File: src/mfs_pkg.sv
// Constants for the module flag summary bank: register indices, field
// positions, reset values and interrupt layout.
// Assumes a 32-bit register bus in which each register takes one aligned word.
`default_nettype none

package mfs_pkg;

   // ------------------------------------------------------------------
   // Bus geometry
   // ------------------------------------------------------------------
   localparam int ADDR_W = 8;
   localparam int DATA_W = 32;
   localparam int IDX_W = 6;

   // ------------------------------------------------------------------
   // Register indices (byte address is four times the index)
   // ------------------------------------------------------------------
   localparam logic [IDX_W-1:0] IDX_BANK0_SUMMARY = 6'h04;
   localparam logic [IDX_W-1:0] IDX_BANK1_SUMMARY = 6'h05;
   localparam logic [IDX_W-1:0] IDX_BANK2_SUMMARY = 6'h06;
   localparam logic [IDX_W-1:0] IDX_BANK3_SUMMARY = 6'h07;
   localparam logic [IDX_W-1:0] IDX_MODULE_EVENT = 6'h08;
   localparam logic [IDX_W-1:0] IDX_SUPPLY_TEMP = 6'h09;
   localparam logic [IDX_W-1:0] IDX_AUX1_AUX2 = 6'h0a;
   localparam logic [IDX_W-1:0] IDX_AUX3_VENDOR = 6'h0b;
   localparam logic [IDX_W-1:0] IDX_RESERVED = 6'h0c;
   localparam logic [IDX_W-1:0] IDX_VENDOR_CUSTOM = 6'h0d;
   localparam logic [IDX_W-1:0] IDX_IRQ_STATUS = 6'h10;
   localparam logic [IDX_W-1:0] IDX_IRQ_CLEAR = 6'h11;
   localparam logic [IDX_W-1:0] IDX_IRQ_ENABLE = 6'h12;

   // ------------------------------------------------------------------
   // Field positions
   // ------------------------------------------------------------------
   // Summary byte: one bit per lane-flag page
   localparam int SUM_PAGE_A = 0;
   localparam int SUM_PAGE_B = 1;
   localparam int SUM_PAGE_C = 2;
   localparam int SUM_PAGE_D = 3;
   localparam int PAGES_PER_BANK = 4;
   localparam int MAX_BANKS = 4;
   // Module event byte
   localparam int EV_STATE_CHANGE = 0;
   localparam int EV_MAIN_FW_FAIL = 1;
   localparam int EV_AUX_FW_FAIL = 2;
   localparam int EV_CMD_BLOCK1 = 6;
   localparam int EV_CMD_BLOCK2 = 7;
   // Threshold nibble, same order for every monitor
   localparam int THR_HIGH_ALARM = 0;
   localparam int THR_LOW_ALARM = 1;
   localparam int THR_HIGH_WARN = 2;
   localparam int THR_LOW_WARN = 3;
   localparam int THR_UPPER = 4;
   // Monitor presence bits
   localparam int MON_TEMP = 0;
   localparam int MON_SUPPLY = 1;
   localparam int MON_AUX_A = 2;
   localparam int MON_AUX_B = 3;
   localparam int MON_AUX_C = 4;
   localparam int MON_VENDOR = 5;
   // Interrupt status, enable and clear layout
   localparam int IRQ_W = 5;
   localparam int IRQ_MODULE_EVENT = 0;
   localparam int IRQ_SUPPLY_TEMP = 1;
   localparam int IRQ_AUX1_AUX2 = 2;
   localparam int IRQ_AUX3_VENDOR = 3;
   localparam int IRQ_VENDOR_CUSTOM = 4;

   // ------------------------------------------------------------------
   // Reset values
   // ------------------------------------------------------------------
   localparam logic [7:0] FLAG_RESET = 8'h00;
   localparam logic [IRQ_W-1:0] IRQ_RESET = 5'h00;
   localparam logic WAIT_RESET = 1'b1;
   localparam logic [DATA_W-1:0] RDATA_RESET = 32'h0000_0000;

endpackage : mfs_pkg

`default_nettype wire

File: src/mfs_flag_bank.sv
// Module-level flag bank with lane-flag page summaries, reached over an
// Avalon-MM slave with waitrequest.
// Assumes event and condition inputs synchronous to clk, and per-bank,
// per-page "any flag set" levels supplied by the lane flag pages.
//
// The Avalon-MM register port is this design's own decision.
`timescale 1ns/1ps
`default_nettype none

module mfs_flag_bank #(
   parameter int NUM_BANKS = 4,
   parameter bit PAGED_MEMORY = 1'b1,
   parameter int CMD_BLOCKS = 2,
   parameter logic [5:0] MON_PRESENT = 6'h3f
) (
   input wire logic clk,
   input wire logic rst,
   input wire logic [mfs_pkg::ADDR_W-1:0] avs_address,
   input wire logic avs_read,
   input wire logic avs_write,
   input wire logic [mfs_pkg::DATA_W-1:0] avs_writedata,
   input wire logic [3:0] avs_byteenable,
   output logic [mfs_pkg::DATA_W-1:0] avs_readdata,
   output logic avs_waitrequest,
   input wire logic state_change_evt,
   input wire logic main_fw_fail_evt,
   input wire logic aux_processor_fw_fail_evt,
   input wire logic cmd_block1_done_evt,
   input wire logic cmd_block2_done_evt,
   input wire logic [7:0] supply_temp_cond,
   input wire logic [7:0] aux_ab_cond,
   input wire logic [7:0] aux_c_vendor_cond,
   input wire logic [7:0] vendor_custom_cond,
   input wire logic [15:0] lane_page_flag_any,
   output logic irq
);

   // ------------------------------------------------------------------
   // Elaboration checks
   // ------------------------------------------------------------------
   // Out-of-range counts have no logic below
   if (NUM_BANKS < 1 || NUM_BANKS > mfs_pkg::MAX_BANKS) begin : g_bad_banks
      $error("NUM_BANKS must lie between 1 and 4");
   end
   if (CMD_BLOCKS < 0 || CMD_BLOCKS > 2) begin : g_bad_cmd
      $error("CMD_BLOCKS must lie between 0 and 2");
   end

   // ------------------------------------------------------------------
   // Functions
   // ------------------------------------------------------------------
   // Latched flag update: set wins over a clearing read
   // Clear first, set last: nothing is lost
   function automatic logic [7:0] latch_next(input logic [7:0] cur,
                                             input logic [7:0] clr,
                                             input logic [7:0] set);
      latch_next = (cur & ~clr) | set;
   endfunction : latch_next

   // Threshold nibbles gated by monitor presence
   function automatic logic [7:0] gate_pair(input logic [7:0] cond,
                                            input logic hi_present,
                                            input logic lo_present);
      gate_pair = cond & {{4{hi_present}}, {4{lo_present}}};
   endfunction : gate_pair

   // ------------------------------------------------------------------
   // Latched flag registers
   // ------------------------------------------------------------------
   // One byte per latched host register
   logic [7:0] module_event_flags;
   logic [7:0] supply_temp_threshold_flags;
   logic [7:0] aux1_aux2_threshold_flags;
   logic [7:0] aux3_vendor_threshold_flags;
   logic [7:0] vendor_custom_flags;
   // Interrupt status and enable are local
   logic [mfs_pkg::IRQ_W-1:0] irq_status;
   logic [mfs_pkg::IRQ_W-1:0] irq_enable;

   // ------------------------------------------------------------------
   // Bus decode
   // ------------------------------------------------------------------
   // One wait cycle per transfer, never more:
   // taken while waitrequest is high, done
   // at the next edge, when it is low.
   // Writes reach only the irq clear and
   // enable words; others complete idle.
   wire logic [mfs_pkg::IDX_W-1:0] word_idx;
   wire logic bus_req;
   wire logic rd_load;
   wire logic rd_accept;
   wire logic wr_accept;
   wire logic byte0_en;
   wire logic sel_event;
   wire logic sel_supply_temp;
   wire logic sel_aux_ab;
   wire logic sel_aux_c_vendor;
   wire logic sel_vendor_custom;
   wire logic sel_irq_clear;
   wire logic sel_irq_enable;

   // Word index from the byte address; low two bits are ignored
   assign word_idx = avs_address[mfs_pkg::IDX_W+1:2];
   assign bus_req = avs_read | avs_write;
   // Read data are captured on the edge that drops waitrequest
   assign rd_load = avs_read & avs_waitrequest;
   // A transfer completes on the edge where waitrequest is seen low
   assign rd_accept = avs_read & ~avs_waitrequest;
   assign wr_accept = avs_write & ~avs_waitrequest;
   assign byte0_en = avs_byteenable[0];

   // Register selects
   assign sel_event = (word_idx == mfs_pkg::IDX_MODULE_EVENT);
   assign sel_supply_temp = (word_idx == mfs_pkg::IDX_SUPPLY_TEMP);
   assign sel_aux_ab = (word_idx == mfs_pkg::IDX_AUX1_AUX2);
   assign sel_aux_c_vendor = (word_idx == mfs_pkg::IDX_AUX3_VENDOR);
   assign sel_vendor_custom = (word_idx == mfs_pkg::IDX_VENDOR_CUSTOM);
   assign sel_irq_clear = (word_idx == mfs_pkg::IDX_IRQ_CLEAR);
   assign sel_irq_enable = (word_idx == mfs_pkg::IDX_IRQ_ENABLE);

   // ------------------------------------------------------------------
   // Lane page summaries
   // ------------------------------------------------------------------
   // Not latched here: the lane pages keep
   // their own flags, so a summary falls once
   // the host has read every flag behind it.
   wire logic [15:0] bank_present;
   wire logic [15:0] summary_live;
   wire logic [7:0] bank0_lane_flag_summary;
   wire logic [7:0] bank1_lane_flag_summary;
   wire logic [7:0] bank2_lane_flag_summary;
   wire logic [7:0] bank3_lane_flag_summary;

   // Absent banks report no flags
   assign bank_present = {{4{NUM_BANKS > 3}}, {4{NUM_BANKS > 2}},
                          {4{NUM_BANKS > 1}}, 4'hf};
   assign summary_live = lane_page_flag_any & bank_present;
   assign bank0_lane_flag_summary = {4'h0, summary_live[3:0]};
   assign bank1_lane_flag_summary = {4'h0, summary_live[7:4]};
   assign bank2_lane_flag_summary = {4'h0, summary_live[11:8]};
   assign bank3_lane_flag_summary = {4'h0, summary_live[15:12]};
   // summary reads clear nothing; no clear path exists for bytes 4..7

   // ------------------------------------------------------------------
   // Flag set conditions
   // ------------------------------------------------------------------
   // Sources are levels sampled every edge;
   // a held condition re-sets its flag.
   wire logic paged;
   wire logic [7:0] set_event;
   wire logic [7:0] set_supply_temp;
   wire logic [7:0] set_aux_ab;
   wire logic [7:0] set_aux_c_vendor;
   wire logic [7:0] set_vendor_custom;

   // flat memory never latches any module flag
   assign paged = PAGED_MEMORY;

   // optional command block completions in bits 7 and 6
   // auxiliary firmware failure in bit 2, bits 5..3 stay zero
   // main firmware failure in bit 1
   assign set_event = {8{paged}} & {
      cmd_block2_done_evt & (CMD_BLOCKS > 1),
      cmd_block1_done_evt & (CMD_BLOCKS > 0),
      3'h0,
      aux_processor_fw_fail_evt,
      main_fw_fail_evt,
      state_change_evt};

   assign set_supply_temp = {8{paged}} & gate_pair(supply_temp_cond,
      MON_PRESENT[mfs_pkg::MON_SUPPLY], MON_PRESENT[mfs_pkg::MON_TEMP]);

   assign set_aux_ab = {8{paged}} & gate_pair(aux_ab_cond,
      MON_PRESENT[mfs_pkg::MON_AUX_B], MON_PRESENT[mfs_pkg::MON_AUX_A]);

   assign set_aux_c_vendor = {8{paged}} & gate_pair(aux_c_vendor_cond,
      MON_PRESENT[mfs_pkg::MON_VENDOR], MON_PRESENT[mfs_pkg::MON_AUX_C]);

   // vendor custom flags in byte 13
   assign set_vendor_custom = {8{paged}} & vendor_custom_cond;

   // ------------------------------------------------------------------
   // Clear-on-read masks
   // ------------------------------------------------------------------
   // Only the bits actually returned to the host are cleared, so a flag
   // raised after the data were captured is kept for the next read.
   // The byte stays on the read data port up
   // to the accept edge while the request is held.
   wire logic [7:0] reported;
   wire logic [7:0] clr_event;
   wire logic [7:0] clr_supply_temp;
   wire logic [7:0] clr_aux_ab;
   wire logic [7:0] clr_aux_c_vendor;
   wire logic [7:0] clr_vendor_custom;

   assign reported = avs_readdata[7:0];
   // host read clears the reported flags
   assign clr_event = {8{rd_accept & sel_event}} & reported;
   assign clr_supply_temp = {8{rd_accept & sel_supply_temp}} & reported;
   assign clr_aux_ab = {8{rd_accept & sel_aux_ab}} & reported;
   assign clr_aux_c_vendor = {8{rd_accept & sel_aux_c_vendor}} & reported;
   assign clr_vendor_custom = {8{rd_accept & sel_vendor_custom}} & reported;

   // ------------------------------------------------------------------
   // Next flag values
   // ------------------------------------------------------------------
   // Next values feed only the registers below;
   // interrupt edges come from set terms and current flags.
   wire logic [7:0] next_module_event_flags;
   wire logic [7:0] next_supply_temp_threshold_flags;
   wire logic [7:0] next_aux1_aux2_threshold_flags;
   wire logic [7:0] next_aux3_vendor_threshold_flags;
   wire logic [7:0] next_vendor_custom_flags;

   // set wins over the clearing read
   assign next_module_event_flags = latch_next(module_event_flags, clr_event, set_event);
   assign next_supply_temp_threshold_flags =
      latch_next(supply_temp_threshold_flags, clr_supply_temp, set_supply_temp);
   assign next_aux1_aux2_threshold_flags =
      latch_next(aux1_aux2_threshold_flags, clr_aux_ab, set_aux_ab);
   assign next_aux3_vendor_threshold_flags =
      latch_next(aux3_vendor_threshold_flags, clr_aux_c_vendor, set_aux_c_vendor);
   assign next_vendor_custom_flags =
      latch_next(vendor_custom_flags, clr_vendor_custom, set_vendor_custom);

   always_ff @(posedge clk or posedge rst) begin
      if (rst) begin
         module_event_flags <= mfs_pkg::FLAG_RESET;
         supply_temp_threshold_flags <= mfs_pkg::FLAG_RESET;
         aux1_aux2_threshold_flags <= mfs_pkg::FLAG_RESET;
         aux3_vendor_threshold_flags <= mfs_pkg::FLAG_RESET;
         vendor_custom_flags <= mfs_pkg::FLAG_RESET;
      end else begin
         module_event_flags <= next_module_event_flags;
         supply_temp_threshold_flags <= next_supply_temp_threshold_flags;
         aux1_aux2_threshold_flags <= next_aux1_aux2_threshold_flags;
         aux3_vendor_threshold_flags <= next_aux3_vendor_threshold_flags;
         vendor_custom_flags <= next_vendor_custom_flags;
      end
   end

   // ------------------------------------------------------------------
   // Interrupt status, enable and clear
   // ------------------------------------------------------------------
   // Status records rising flags only, so a
   // held condition does not retrigger it.
   // Software clears status after reading
   // the flag bytes that it points to.
   wire logic [mfs_pkg::IRQ_W-1:0] irq_set;
   wire logic [mfs_pkg::IRQ_W-1:0] irq_clr;
   wire logic [mfs_pkg::IRQ_W-1:0] next_irq_status;
   wire logic [mfs_pkg::IRQ_W-1:0] next_irq_enable;
   wire logic next_irq;

   // A group event is any flag of the group rising from clear to set
   assign irq_set[mfs_pkg::IRQ_MODULE_EVENT] = |(set_event & ~module_event_flags);
   assign irq_set[mfs_pkg::IRQ_SUPPLY_TEMP] =
      |(set_supply_temp & ~supply_temp_threshold_flags);
   assign irq_set[mfs_pkg::IRQ_AUX1_AUX2] = |(set_aux_ab & ~aux1_aux2_threshold_flags);
   assign irq_set[mfs_pkg::IRQ_AUX3_VENDOR] =
      |(set_aux_c_vendor & ~aux3_vendor_threshold_flags);
   assign irq_set[mfs_pkg::IRQ_VENDOR_CUSTOM] =
      |(set_vendor_custom & ~vendor_custom_flags);

   // Write-one-to-clear through the clear register; set wins
   assign irq_clr = {mfs_pkg::IRQ_W{wr_accept & sel_irq_clear & byte0_en}} &
                    avs_writedata[mfs_pkg::IRQ_W-1:0];
   assign next_irq_status = (irq_status & ~irq_clr) | irq_set;
   assign next_irq_enable = (wr_accept & sel_irq_enable & byte0_en) ?
                            avs_writedata[mfs_pkg::IRQ_W-1:0] : irq_enable;
   assign next_irq = |(next_irq_status & next_irq_enable);

   // Sticky status, enable and registered interrupt level
   always_ff @(posedge clk or posedge rst) begin
      if (rst) begin
         irq_status <= mfs_pkg::IRQ_RESET;
         irq_enable <= mfs_pkg::IRQ_RESET;
         irq <= 1'b0;
      end else begin
         irq_status <= next_irq_status;
         irq_enable <= next_irq_enable;
         irq <= next_irq;
      end
   end

   // ------------------------------------------------------------------
   // Read data selection
   // ------------------------------------------------------------------
   // Words are distinct, so the chain order
   // is free; byte 12 and the clear word
   // read as zero.
   logic [7:0] read_byte;

   // Reserved, write-only and unmapped words read as zero
   always_comb begin
      read_byte = 8'h00;
      if (word_idx == mfs_pkg::IDX_BANK0_SUMMARY) begin
         read_byte = bank0_lane_flag_summary;
      end else if (word_idx == mfs_pkg::IDX_BANK1_SUMMARY) begin
         read_byte = bank1_lane_flag_summary;
      end else if (word_idx == mfs_pkg::IDX_BANK2_SUMMARY) begin
         read_byte = bank2_lane_flag_summary;
      end else if (word_idx == mfs_pkg::IDX_BANK3_SUMMARY) begin
         read_byte = bank3_lane_flag_summary;
      end else if (sel_event) begin
         read_byte = module_event_flags;
      end else if (sel_supply_temp) begin
         read_byte = supply_temp_threshold_flags;
      end else if (sel_aux_ab) begin
         read_byte = aux1_aux2_threshold_flags;
      end else if (sel_aux_c_vendor) begin
         read_byte = aux3_vendor_threshold_flags;
      end else if (sel_vendor_custom) begin
         read_byte = vendor_custom_flags;
      end else if (word_idx == mfs_pkg::IDX_IRQ_STATUS) begin
         read_byte = {3'h0, irq_status};
      end else if (sel_irq_enable) begin
         read_byte = {3'h0, irq_enable};
      end
   end

   // ------------------------------------------------------------------
   // Bus handshake
   // ------------------------------------------------------------------
   // Waitrequest rests high between requests;
   // a new request may follow a completion.
   // Read data load on the taking edge only.
   wire logic next_waitrequest;

   // Each request is held one cycle, answered the next, then released
   assign next_waitrequest = ~(bus_req & avs_waitrequest);

   // Waitrequest and captured read data
   always_ff @(posedge clk or posedge rst) begin
      if (rst) begin
         avs_waitrequest <= mfs_pkg::WAIT_RESET;
         avs_readdata <= mfs_pkg::RDATA_RESET;
      end else begin
         avs_waitrequest <= next_waitrequest;
         if (rd_load) begin
            avs_readdata <= {24'h00_0000, read_byte};
         end
      end
   end

endmodule : mfs_flag_bank

`default_nettype wire

File: config.mk
export PLATFORM = sky130hd
export DESIGN_NAME = mfs_flag_bank
export DESIGN_NICKNAME = d
export VERILOG_FILES = /design/src/mfs_pkg.sv /design/src/mfs_flag_bank.sv
export SDC_FILE = /design/constraint.sdc
export NUM_CORES = 1
export LEC_CHECK = 0
export ABC_AREA = 0
export BUFFER_PORTS_ARGS = -buffer_cell sky130_fd_sc_hd__buf_4
export CAP_MARGIN = 40
export CORE_MARGIN = 8
export CORE_UTILIZATION = 50
export CTS_CLUSTER_DIAMETER = 100
export DETAILED_ROUTE_END_ITERATION = 10
export PLACE_DENSITY = 0.92
export SYNTH_ARGS = -nofsm -noshare
export SYNTH_HDL_FRONTEND = slang
export SYNTH_SLANG_ARGS = --single-unit
File: constraint.sdc
create_clock -name clk -period 2.5 [get_ports clk]
set_input_delay 0.375 -clock clk [delete_from_list [all_inputs] [get_ports clk]]
set_output_delay 0.375 -clock clk [all_outputs]
set_load 0.01 [all_outputs]
; ---- Yosys cells after proc, flatten, opt, wreduce, memory -nomap -nowiden
; Index checks and enable logic that the tools add are counted.
[op_classes]
add_sub_neg = 0
n_mul = 0
n_div = 0
n_lt_le_gt_ge = 0
eq_ne = 12
n_shift = 0
n_mux = 12
bitwise = 51
n_reduce_logical = 6
[ops]
columns = cell, n
row1 = 8-bit AND, 15
row2 = 8-bit inverter, 10
row3 = 8-bit 2-to-1 mux, 9
row4 = 8-bit bitwise OR, 5
row5 = 8-bit OR reduction, 5
row6 = "6-bit by 4-bit equality test with 1-bit output, second input constant", 5
row7 = "6-bit by 3-bit equality test with 1-bit output, second input constant", 4
row8 = "6-bit by 5-bit equality test with 1-bit output, second input constant", 3
row9 = 5-bit AND, 3
row10 = 5-bit 2-to-1 mux, 3
row11 = 1-bit AND, 13
row12 = 5-bit inverter, 1
row13 = 5-bit bitwise OR, 1
row14 = 5-bit OR reduction, 1
row15 = 1-bit inverter, 2
row16 = 1-bit bitwise OR, 1
[totals]
reg_bits = 60
latch_bits = 0
ramBits = 0
romBits = 0
inputBits = 101
output_inout_bits = 34
elab_cells = 91
mem_count = 0

; ---- Depth between registers and ports, before layout
; Gate-level depths: netlist of the first run.
[depth]
word_depth = 12
ltp_mapped = 8
ltp_nobuf = 5

; ---- Least setup slack after synthesis of the first run
; No wires, ideal clock.
[synth_path]
path_type = input to register
start = input avs_address[5] (netlist bit)
end = register irq
setup_ns = 0.132
t_arrival_ns = 1.780
t_required_ns = 2.368
slack_ns = 0.588
path_stages = 6
n_path_buf = 1
path_cell_list = nor4b_4 -> and4b_1 -> clkbuf_1 -> mux2_2 -> a22oi_2 -> nand4_1
[synth_between]
elab_cells_between_ends = 13
classes_between = 2 x eq/ne / 1 x mux / 9 x bitwise / 1 x reduce/logical
[synth_rtl]
columns = element, line
row1 = from (decl), mfs_flag_bank.sv:18  ; input wire logic [mfs_pkg::ADDR_W-1:0] avs_address,
row2 = 6-bit by 5-bit equality test with 1-bit output, mfs_flag_bank.sv:119  ; assign sel_irq_enable = (word_idx == mfs_pkg::IDX_IRQ_ENABLE);
row3 = 1-bit AND (2 in a row), mfs_flag_bank.sv:269  ; assign next_irq_enable = (wr_accept & sel_irq_enable & byte0_en) ?
row4 = 5-bit 2-to-1 mux, mfs_flag_bank.sv:269
row5 = "via next_irq_enable, one bit", mfs_flag_bank.sv:252  ; wire logic [mfs_pkg::IRQ_W-1:0] next_irq_enable;
row6 = 5-bit AND, mfs_flag_bank.sv:271  ; assign next_irq = |(next_irq_status & next_irq_enable);
row7 = 5-bit OR reduction, mfs_flag_bank.sv:271
row8 = via next_irq, mfs_flag_bank.sv:253  ; wire logic next_irq;
row9 = to (signal assigned), mfs_flag_bank.sv:282  ; irq <= next_irq;
row10 = to (decl), mfs_flag_bank.sv:35  ; output logic irq
; The timed path passes the listed nets, and every way through them passes these cells.
; A chain may end at the register's enable or synchronous reset.

; ---- Worst setup path after layout of the first run
[layout_path]
start = register avs_waitrequest
end = register irq
[layout_between]
elab_cells_between_ends = 13
classes_between = 1 x mux / 11 x bitwise / 1 x reduce/logical
[layout_rtl]
columns = element, line
row1 = from (decl), mfs_flag_bank.sv:24  ; output logic avs_waitrequest,
row2 = from (signal assigned), mfs_flag_bank.sv:336  ; avs_waitrequest <= mfs_pkg::WAIT_RESET;
row3 = from (signal assigned), mfs_flag_bank.sv:339  ; avs_waitrequest <= next_waitrequest;
row4 = 1-bit inverter, mfs_flag_bank.sv:109  ; assign wr_accept = avs_write & ~avs_waitrequest;
row5 = 1-bit AND, mfs_flag_bank.sv:109
row6 = 1-bit AND (2 in a row), mfs_flag_bank.sv:269
row7 = 5-bit 2-to-1 mux, mfs_flag_bank.sv:269
row8 = "via next_irq_enable, one bit", mfs_flag_bank.sv:252
row9 = 5-bit AND, mfs_flag_bank.sv:271
row10 = 5-bit OR reduction, mfs_flag_bank.sv:271
row11 = via next_irq, mfs_flag_bank.sv:253
; The timed path passes the listed nets, and every way through them passes these cells.

==> results of run 1 <==
power by group:
part           switching (mW)  internal, mW  total [mW]  leakage, nW
sequential             0.0606          1.00        1.06        0.607
combinational           0.175         0.157       0.332         1.16
clock                   0.376         0.618       0.994        0.114
total                   0.611          1.78        2.39         1.88
worst paths after layout:
kind                                                startpoint                              to  slack, ps  cells after the start
worst max-delay path                           avs_waitrequest                             irq        530                      5
worst min-delay path                     vendor_custom_cond[5]          vendor_custom_flags[5]        210                      2
worst max register to register                 avs_waitrequest                             irq        530                      5
worst min register to register  supply_temp_threshold_flags[4]  supply_temp_threshold_flags[4]        490                      1
max in group asynchronous                                  rst           module_event_flags[3]       1750                      3
min in group asynchronous                                  rst          vendor_custom_flags[2]        240                      3
critical path, cell delays in order, from the launching register on:
cell	delay, ps
dfstp_2	400
and3b_1	320
and4b_1	400
mux2_2	400
a22oi_2	200
nand4_1	120
synth_stat cells (4+ instances only):
master    count  area share [%]
mux2i_1       9             2.5
a21oi_1      12             1.7
o22ai_1      12             2.1
nand3_1      10             1.4
a221oi_1      8             2.0
nor3_1        5            0.70
nand4_1       6             1.1
dfrtp_1      59              42
nor2_1       14             1.5
buf_4        25             5.3
buf_1         4            0.42
mux2_2        8             2.5
clkbuf_1      5            0.53
inv_1        29             3.1
o21ai_0       4            0.56
buf_2         5            0.70
a21o_1       39             8.2
nand2_1      57             6.0
nand2b_1     12             2.1
cell families after synthesis:
| family | after synthesis | synth area share [%] |
|---|---|---|
| AOI/OAI and AO/OA | 113 | 24.1 |
| buffers and inverters | 71 | 10.6 |
| DFF | 60 | 42.3 |
| muxes | 17 | 5.08 |
| other | 1 | 0.106 |
| and+or+nand+nor | 122 | 17.8 |
layout make-up:
type	instances	area, um2
timing repair buffer	91	683
clock inverter	3	68.8
multi-input combinational	276	1760
sequential	60	1500
fill	575	2430
clock buffer	13	159
tap	96	120
inverter	30	113
state kept, by name (all words and copies together) (netlist names):
name	cells
aux1_aux2_threshold_flags	8
aux3_vendor_threshold_flags	8
avs_readdata	8
avs_waitrequest	1
irq	1
irq_enable	5
irq_status	5
module_event_flags	8
supply_temp_threshold_flags	8
vendor_custom_flags	8
layer usage:
metal  vias to the layer above  wire length (um)
met5                         -                 0
met4                         0               293
met3                        29              1200
met2                       201              4970
met1                      1563              4280
li1                       1494                 -
==> results by group, run 1 <==
Routing
  • Initial DRC count: 297
  • Drt drc: 0
  • Routed via count: 3,287
  • Drt wl/cell: 18.9 um
  • Via/cell ratio: about 5.8
  • Routed WL: 10.7 mm
  • Drt pass-1 iters: 5
  • Post-DRT Antenna Nets: 0

Placement
  • GPL Wtd Cong: 0.926
  • Post-Place Cells: roughly 550
  • Worst slack at placement: 375 ps
  • Port bufs: 78
  • HPWL Detailed: about 8.3 mm
  • Placed instance area: 0.00418 mm2

STA
  • Final hold slack: roughly 210 ps
  • Clock Skew: 12.8 ps
  • Tcrit/Tclk final: 78.7%
  • Max Slew Vio Count: 0
  • PnR worst setup slack: about 530 ps
  • Slew @ Worst Pin: 750 ps
  • Setup TNS: 0 ps
  • Max_slew headroom: 50.0%
  • RSZ-0062 raised after global routing: no
  • Fin. Hold Viols: 0
  • Min cycle time layout: 1970 ps
  • Peak Freq: 509 MHz
  • Setup-failing EPs final: 0

Logic synthesis
  • Synthesized area: 0.00355 mm2
  • Netlist cell types: 55
  • Synthesized instance count: 384
  • Async SR Flop Fraction: 100%
  • Seq cells post-synth: 60
  • Register area share after synthesis: 42.3%
  • Synth Area per Inst: between 9 and 10 um2
  • Top_reg_cell synth: dfrtp_1
  • Number of enable flip-flop cells after synthesis: 0
  • Ys Warns: 0

Final layout
  • Syn-to-layout area delta: 24.1%
  • Design Area, Final: about 0.0044 mm2
  • Commonest non-fill, non-tap cell in the layout: buf_4
  • Final nets: 569
  • Non-Filler Instances: between 500 and 600
  • Most frequent cells in the layout: buf_4, dfrtp_1, nand2_1, a21o_1, inv_1
  • Core Util, Final: 64.5%
  • Share of cells above drive strength 1: 25.8%
  • Antenna Cells: 0

Critical path
  • Worst setup SP type: register
  • Worst EP required: 2710 ps
  • Worst EP arrival: 2170 ps
  • Setup CP Type: register to register
  • Critical path peak fanout: 7
  • Crit path capture type: register

Floorplan
  • Starting Density: 52.0%
  • Core box area: 0.00683 mm2
  • Die height: 100 um
  • Top Ports: roughly 140
  • Die width: 100 um
  • Num rows: 30
  • Die ar.: 0.0101 mm2

GRT
  • Met1 Use GR: 25.3%
  • Largest net degree at the start of global routing: 61
  • Vias in the first global route: around 3.3k
  • Top Usage Layer GRT: met2
  • Grt met2 use: 35.1%
  • Initial antenna violation count: 0
  • GRT overflow: 0
  • GR Util met3: 5.74%
  • First-pass GRT wire length: 16.7 mm
  • Total Routing Usage GR: between 20% and 30%

Clocking
  • Post-CTS Hold Fix Bufs: 0
  • Max H-tree Level: 3
  • PostCTS Resize Cnt: 0
  • TritonCTS Sinks: 60
  • Max clock buf depth: 2
  • CTS buffer count: 9
  • CTS Root Cell: clkbuf_8
  • Clock-pin slew on the worst setup and hold paths: 70 ps
  • Clock Latency Late Sink: 350 ps
  • # Post-CTS Setup Buffers: 0
  • CTS tree: yes

Power
  • PwrDens: 542 mW/mm2
  • Lkg Pwr: 1.88 nW
  • VDD IR max: 307 uV
  • Tot Pwr: 2.39 mW

Min path
  • Type of the worst min-delay path: input port to register

Outcome
  • Status: finished clean

Job
  • Max Cap Viol: 0
Note: power is estimated with default switching activity, not from simulation.
==> run 2, diff against run 1 <==
Settings changed: ABC_AREA 0 to 1, CORE_UTILIZATION 50 to 44, PLACE_DENSITY 0.92 to 0.88.
Clock period 2.5 ns to 1.6 ns, I/O delays scaled along.
==> run 2 against run 1 <==
  * Count of clock-buffer cells in the layout down 1
  * Register-to-register slack worse by 440 ps
  * Design area fell by 3.1%
  * Setup slack worse by 440 ps
  * Fmax is 30% higher
  * Die area up 4.8%
  * Highest routed layer unchanged
==> results by group, run 2 <==
Routing
  • Initial DRC count: about 260
  • Drt drc: 0
  • Drt pass-1 iters: 5
  • Drt wl/cell: 15.2 um
  • Via/cell ratio: 5.15
  • Routed WL: 9.78 mm
  • Routed via count: 3,320
  • Post-DRT Antenna Nets: 0

Placement
  • Placed instance area: just over 0.004 mm2
  • Worst slack at placement: -20.9 ps
  • HPWL Detailed: 7.83 mm
  • Port bufs: 78
  • GPL Wtd Cong: 0.918
  • Post-Place Cells: 628

Floorplan
  • Die width: between 100 and 150 um
  • Core box area: 0.00725 mm2
  • Starting Density: 45.5%
  • Num rows: 31
  • Die height: roughly 100 um
  • Top Ports: ~140
  • Die ar.: 0.0105 mm2

Final layout
  • Antenna Cells: 0
  • Commonest non-fill, non-tap cell in the layout: nand2_1
  • Core Util, Final: 58.9%
  • Non-Filler Instances: 645
  • Syn-to-layout area delta: 29.3%
  • Fill count: 679
  • Design Area, Final: 0.00427 mm2
  • Final nets: 642
  • Most frequent cells in the layout: nand2_1, buf_4, inv_1, dfrtp_1, o21ai_1
  • Share of cells above drive strength 1: 23.8%

Power
  • Pint: roughly 2.6 mW
  • Lkg Pwr: 2.07 nW
  • PwrDens: 819 mW/mm2
  • Combinational share of power: 14.6%
  • Tot Pwr: roughly 3.5 mW
  • Seq pwr share: 45.4%
  • Net Sw Frac: between 20% and 30%
  • Net switching power: 0.921 mW
  • Clock share of power: roughly two fifths
  • VDD IR max: 483 uV

Critical path
  • Worst setup SP type: register
  • Setup CP Type: register to register
  • Worst EP arrival: 1720 ps
  • Slowest stage delay, CP: 390 ps
  • Worst path most repeated cell: nand2_1
  • Critical path peak fanout: 8
  • Crit path capture type: register
  • Worst path cell trace: nor2_1 > nand2_1 > o21ai_1 > nand2_1
  • Worst EP required: ~1800 ps
  • Worst path slowest cell: dfstp_2

GRT
  • First-pass GRT wire length: 15.4 mm
  • Vias in the first global route: 3,377
  • Largest net degree at the start of global routing: 33
  • Initial antenna violation count: 0
  • Total Routing Usage GR: a little under a fifth
  • GRT overflow: 0

STA
  • Peak Freq: 663 MHz
  • Setup-failing EPs final: 0
  • Fin. Hold Viols: 0
  • Max Slew Vio Count: 0
  • Setup TNS: 0 ps
  • Final hold slack: 72.0 ps
  • Tcrit/Tclk final: 94.2%
  • RSZ-0062 raised after global routing: no
  • PnR worst setup slack: 92.6 ps
  • Min cycle time layout: 1510 ps
  • Clock Skew: 12.0 ps

Logic synthesis
  • Synth Area per Inst: ~7.6 um2
  • Synth top area cells: dfrtp_1, nand2_1, inv_1
  • List of most frequent post-synthesis cells: nand2_1, inv_1, dfrtp_1, o21ai_1, nor2_1
  • Post-synthesis mux area share: 0%
  • Number of enable flip-flop cells after synthesis: 0
  • Largest family of logic cells by synthesized area: simple AND/OR/NAND/NOR gates
  • Synth Area in Simple Gates: a little over a quarter
  • Share of the synthesized area in the top cell type: 44.7%
  • Seq cells post-synth: 60
  • Synth Area in Compound Gates: 14.2%
  • Async SR Flop Fraction: 100%
  • Count leader, synth: nand2_1
  • Register area share after synthesis: 45.5%
  • Synthesized instance count: 436
  • Cell taking the most area after synthesis: dfrtp_1
  • Top_reg_cell synth: dfrtp_1
  • Ys Warns: 0
  • Netlist cell types: 29
  • XOR/XNOR Fraction of Synth Area: 0%
  • Post-Synth Adder-Cell Area: 0%
  • Synthesized area: 0.00330 mm2

Clocking
  • Max clock buf depth: 2
  • CTS Root Cell: clkbuf_8
  • Max H-tree Level: 3
  • CTS buffer count: 9
  • Clock Latency Late Sink: approximately 330 ps
  • TritonCTS Sinks: 60
  • Clock-pin slew on the worst setup and hold paths: 70 ps
  • CTS tree: yes

Outcome
  • Status: finished clean

Min path
  • Type of the worst min-delay path: input port to register

Job
  • Max Cap Viol: 0
==> run 2: cell types whose count changed in the layout (fill, tap and decap cells not counted), moves of 9 or more <==
cell / before / now
nand2_1: 57 / 114
o21ai_1: 0 / 42
a21o_1: 39 / 0
inv_1: 28 / 66
nor2_1: 14 / 32
nand2b_1: 12 / 0
mux2i_1: 9 / 0
nand4_1: 6 / 15
==> run 2: layer usage <==
layer	track usage [%]	wire (um)	vias up	part of all wire, %
li1	-	-	1579	-
met1	22.3	3840	1528	39
met2	31.5	4530	191	46
met3	5.40	1150	22	12
met4	8.69	261	0	2.7
met5	0	0	-	0
==> run 2: cell type report <==
cell class                 instances  area (um2)  area share (%)
clock buffer                      12         155            3.63
clock inverter                     4        47.5            1.11
multi-input combinational        300        1420            33.3
sequential                        60        1500            35.2
inverter                          74         282            6.59
tap                               99         124            2.90
timing repair buffer              96         736            17.2
==> run 2: cells by family after synthesis <==
kind of cell | after synthesis
buffers and inverters | 99
flip-flops | 60
other | 1
AO/OA/AOI/OAI | 84
AND/OR/NAND/NOR | 192
==> run 2: path summary, 6_finish.rpt <==
path                            startpoint                            to  slack, ps  cells after the start
setup / recovery           avs_waitrequest  aux1_aux2_threshold_flags[5]         90                      4
setup reg to reg           avs_waitrequest  aux1_aux2_threshold_flags[5]         90                      4
hold reg to reg            avs_waitrequest               avs_waitrequest        490                      1
min in group asynchronous              rst                 irq_status[0]        440                      3
max in group asynchronous              rst               avs_waitrequest        580                      4
hold / removal                    avs_read               avs_waitrequest         70                      2
==> run 2: repair_timing <==
item                      CTS  global route
setup buffers               0             0
hold buffers                1             0
resized for setup           0             0
hold endpoints to repair   13             0
==> run 2: critical path: cells and delay by family, from the launching register on <==
family           cells  cell delay [ps]
AO/OA/AOI/OAI        1              230
flip-flops           1              390
AND/OR/NAND/NOR      3              770
==> run 2: power by group through the flow <==
stage	combinational, mW	clock [mW]	sequential [mW]
floorplan	0.255	0	1.62
detailed placement	0.505	0	1.61
CTS	0.510	1.41	1.59
global route	0.559	1.48	1.59
finish	0.512	1.40	1.59
global placement	0.496	0	1.61
==> run 3, diff against run 2 <==
Settings changed: CORE_ASPECT_RATIO from default to 1.75.
==> run 3 against run 2 <==
  * Highest routed layer unchanged
  * Total power up 16%
  * Critical endpoint is now irq
  * Combinational power up 1%
  * Count of clock-buffer cells in the layout up 2
  * Largest cell class unchanged
==> results by group, run 3 (synthesis results as in run 2) <==
Placement
  • HPWL Detailed: 8.25 mm
  • Post-Place Cells: 622
  • GPL Wtd Cong: approximately 0.95
  • Port bufs: 78

Floorplan
  • Num rows: 42
  • Core box area: between 0.007 and 0.008 mm2
  • Starting Density: 44.5%
  • Die ar.: 0.0106 mm2
  • Die height: 131 um
  • Top Ports: roughly 140
  • Die width: 81.5 um

STA
  • Fin. Hold Viols: 0
  • Peak Freq: 676 MHz
  • Setup-failing EPs final: 0
  • Max Slew Vio Count: 0
  • Clock Skew: about 6.1 ps
  • Setup TNS: 0 ps
  • RSZ-0062 raised after global routing: no
  • Tcrit/Tclk final: a little over 90%
  • Min cycle time layout: between 1000 and 1500 ps

GRT
  • Vias in the first global route: 3,460
  • Initial antenna violation count: 0
  • Total Routing Usage GR: 19.6%
  • GRT overflow: 0
  • First-pass GRT wire length: between 15 and 20 mm
  • Largest net degree at the start of global routing: 61

Routing
  • Drt pass-1 iters: 7
  • Drt drc: 0
  • Via/cell ratio: between 5 and 6
  • Post-DRT Antenna Nets: 0
  • Routed via count: 3,312
  • Initial DRC count: 281
  • Routed WL: roughly 10 mm
  • Drt wl/cell: between 15 and 20 um

Clocking
  • CTS buffer count: 9
  • Max clock buf depth: 2
  • Clock Latency Late Sink: 330 ps
  • Max H-tree Level: 3
  • CTS Root Cell: clkbuf_16
  • Clock-pin slew on the worst setup and hold paths: 50 ps
  • TritonCTS Sinks: 60
  • # Post-CTS Setup Buffers: 0
  • CTS tree: yes

Critical path
  • Critical path peak fanout: 3
  • Worst EP required: roughly 1800 ps
  • Worst EP arrival: 1690 ps
  • Setup CP Type: register to register
  • Worst setup SP type: register
  • Crit path capture type: register

Final layout
  • Most frequent cells in the layout: nand2_1, buf_4, inv_1, dfrtp_1, o21ai_1
  • Final nets: 647
  • Non-Filler Instances: 638
  • Share of cells above drive strength 1: about a quarter
  • Syn-to-layout area delta: 33.1%
  • Antenna Cells: 0
  • Core Util, Final: 59.3%
  • Commonest non-fill, non-tap cell in the layout: nand2_1

Min path
  • Type of the worst min-delay path: input port to register

Power
  • VDD IR max: 598 uV
  • Lkg Pwr: 2.14 nW
  • PwrDens: 926 mW/mm2

Outcome
  • Status: finished clean

Job
  • Max Cap Viol: 0
run 3: repair_timing:
item / 4_1_cts / 5_1_grt
hold buffers: 1 / 0
endpoints found under the hold margin: 3 / 0
resized for setup: 0 / 0
run 3: cell type report:
class / count / area [um2]
Multi-Input combinational cell: 300 / 1420
Inverter: 74 / 282
Clock buffer: 14 / 274
Sequential cell: 60 / 1500
Clock inverter: 1 / 30.0
Timing Repair Buffer: 101 / 773
Tap cell: 88 / 110
Fill cell: 662 / 3020
run 3: worst paths after layout:
| kind | start | endpoint | slack [ps] | cells past startpoint |
|---|---|---|---|---|
| worst max-delay path | supply_temp_threshold_flags[0] | irq | 120 | 6 |
| worst min-delay path | avs_read | avs_waitrequest | 110 | 2 |
| worst max register to register | supply_temp_threshold_flags[0] | irq | 120 | 6 |
| worst min register to register | module_event_flags[3] | module_event_flags[3] | 480 | 2 |
| max in group asynchronous | rst | avs_waitrequest | 730 | 4 |
| min in group asynchronous | rst | irq | 550 | 4 |
run 3: metrics by stage:
stage          instance area [um2]  setup slack [ps]  total power [mW]  hold WS [ps]
6_report                      4390               120              4.07           105
5_1_grt                       4390              54.6              4.20           118
3_3_place_gp                  4080              69.1              2.12           341
2_1_floorplan                 3390               279              1.88           303
3_5_place_dp                  4080              29.3              2.13           354
4_1_cts                       4390               170              4.10          93.7
run 3: power breakdown:
part | internal [mW] | total (mW) | switching [mW]
Combinational | 0.221 | 0.518 | 0.298
Sequential | 1.56 | 1.59 | 0.0293
Clock | 1.32 | 1.96 | 0.633
Total | 3.11 | 4.07 | 0.961
run 3: routing by layer:
layer | global-route usage [%] | wire [um] | up-vias
li1 | - | - | 1590
met1 | 19.6 | 3680 | 1536
met2 | 34.3 | 5430 | 151
met3 | 4.32 | 681 | 35
met4 | 14.4 | 514 | 0
met5 | 0 | 0 | -
run 3: critical path, stage by stage (launching register included):
cell and delay [ps]:
dfrtp_1 380, o22ai_1 100, nor4_1 440, buf_4 210
nand2_1 70, nand2_1 60, nand4_1 90
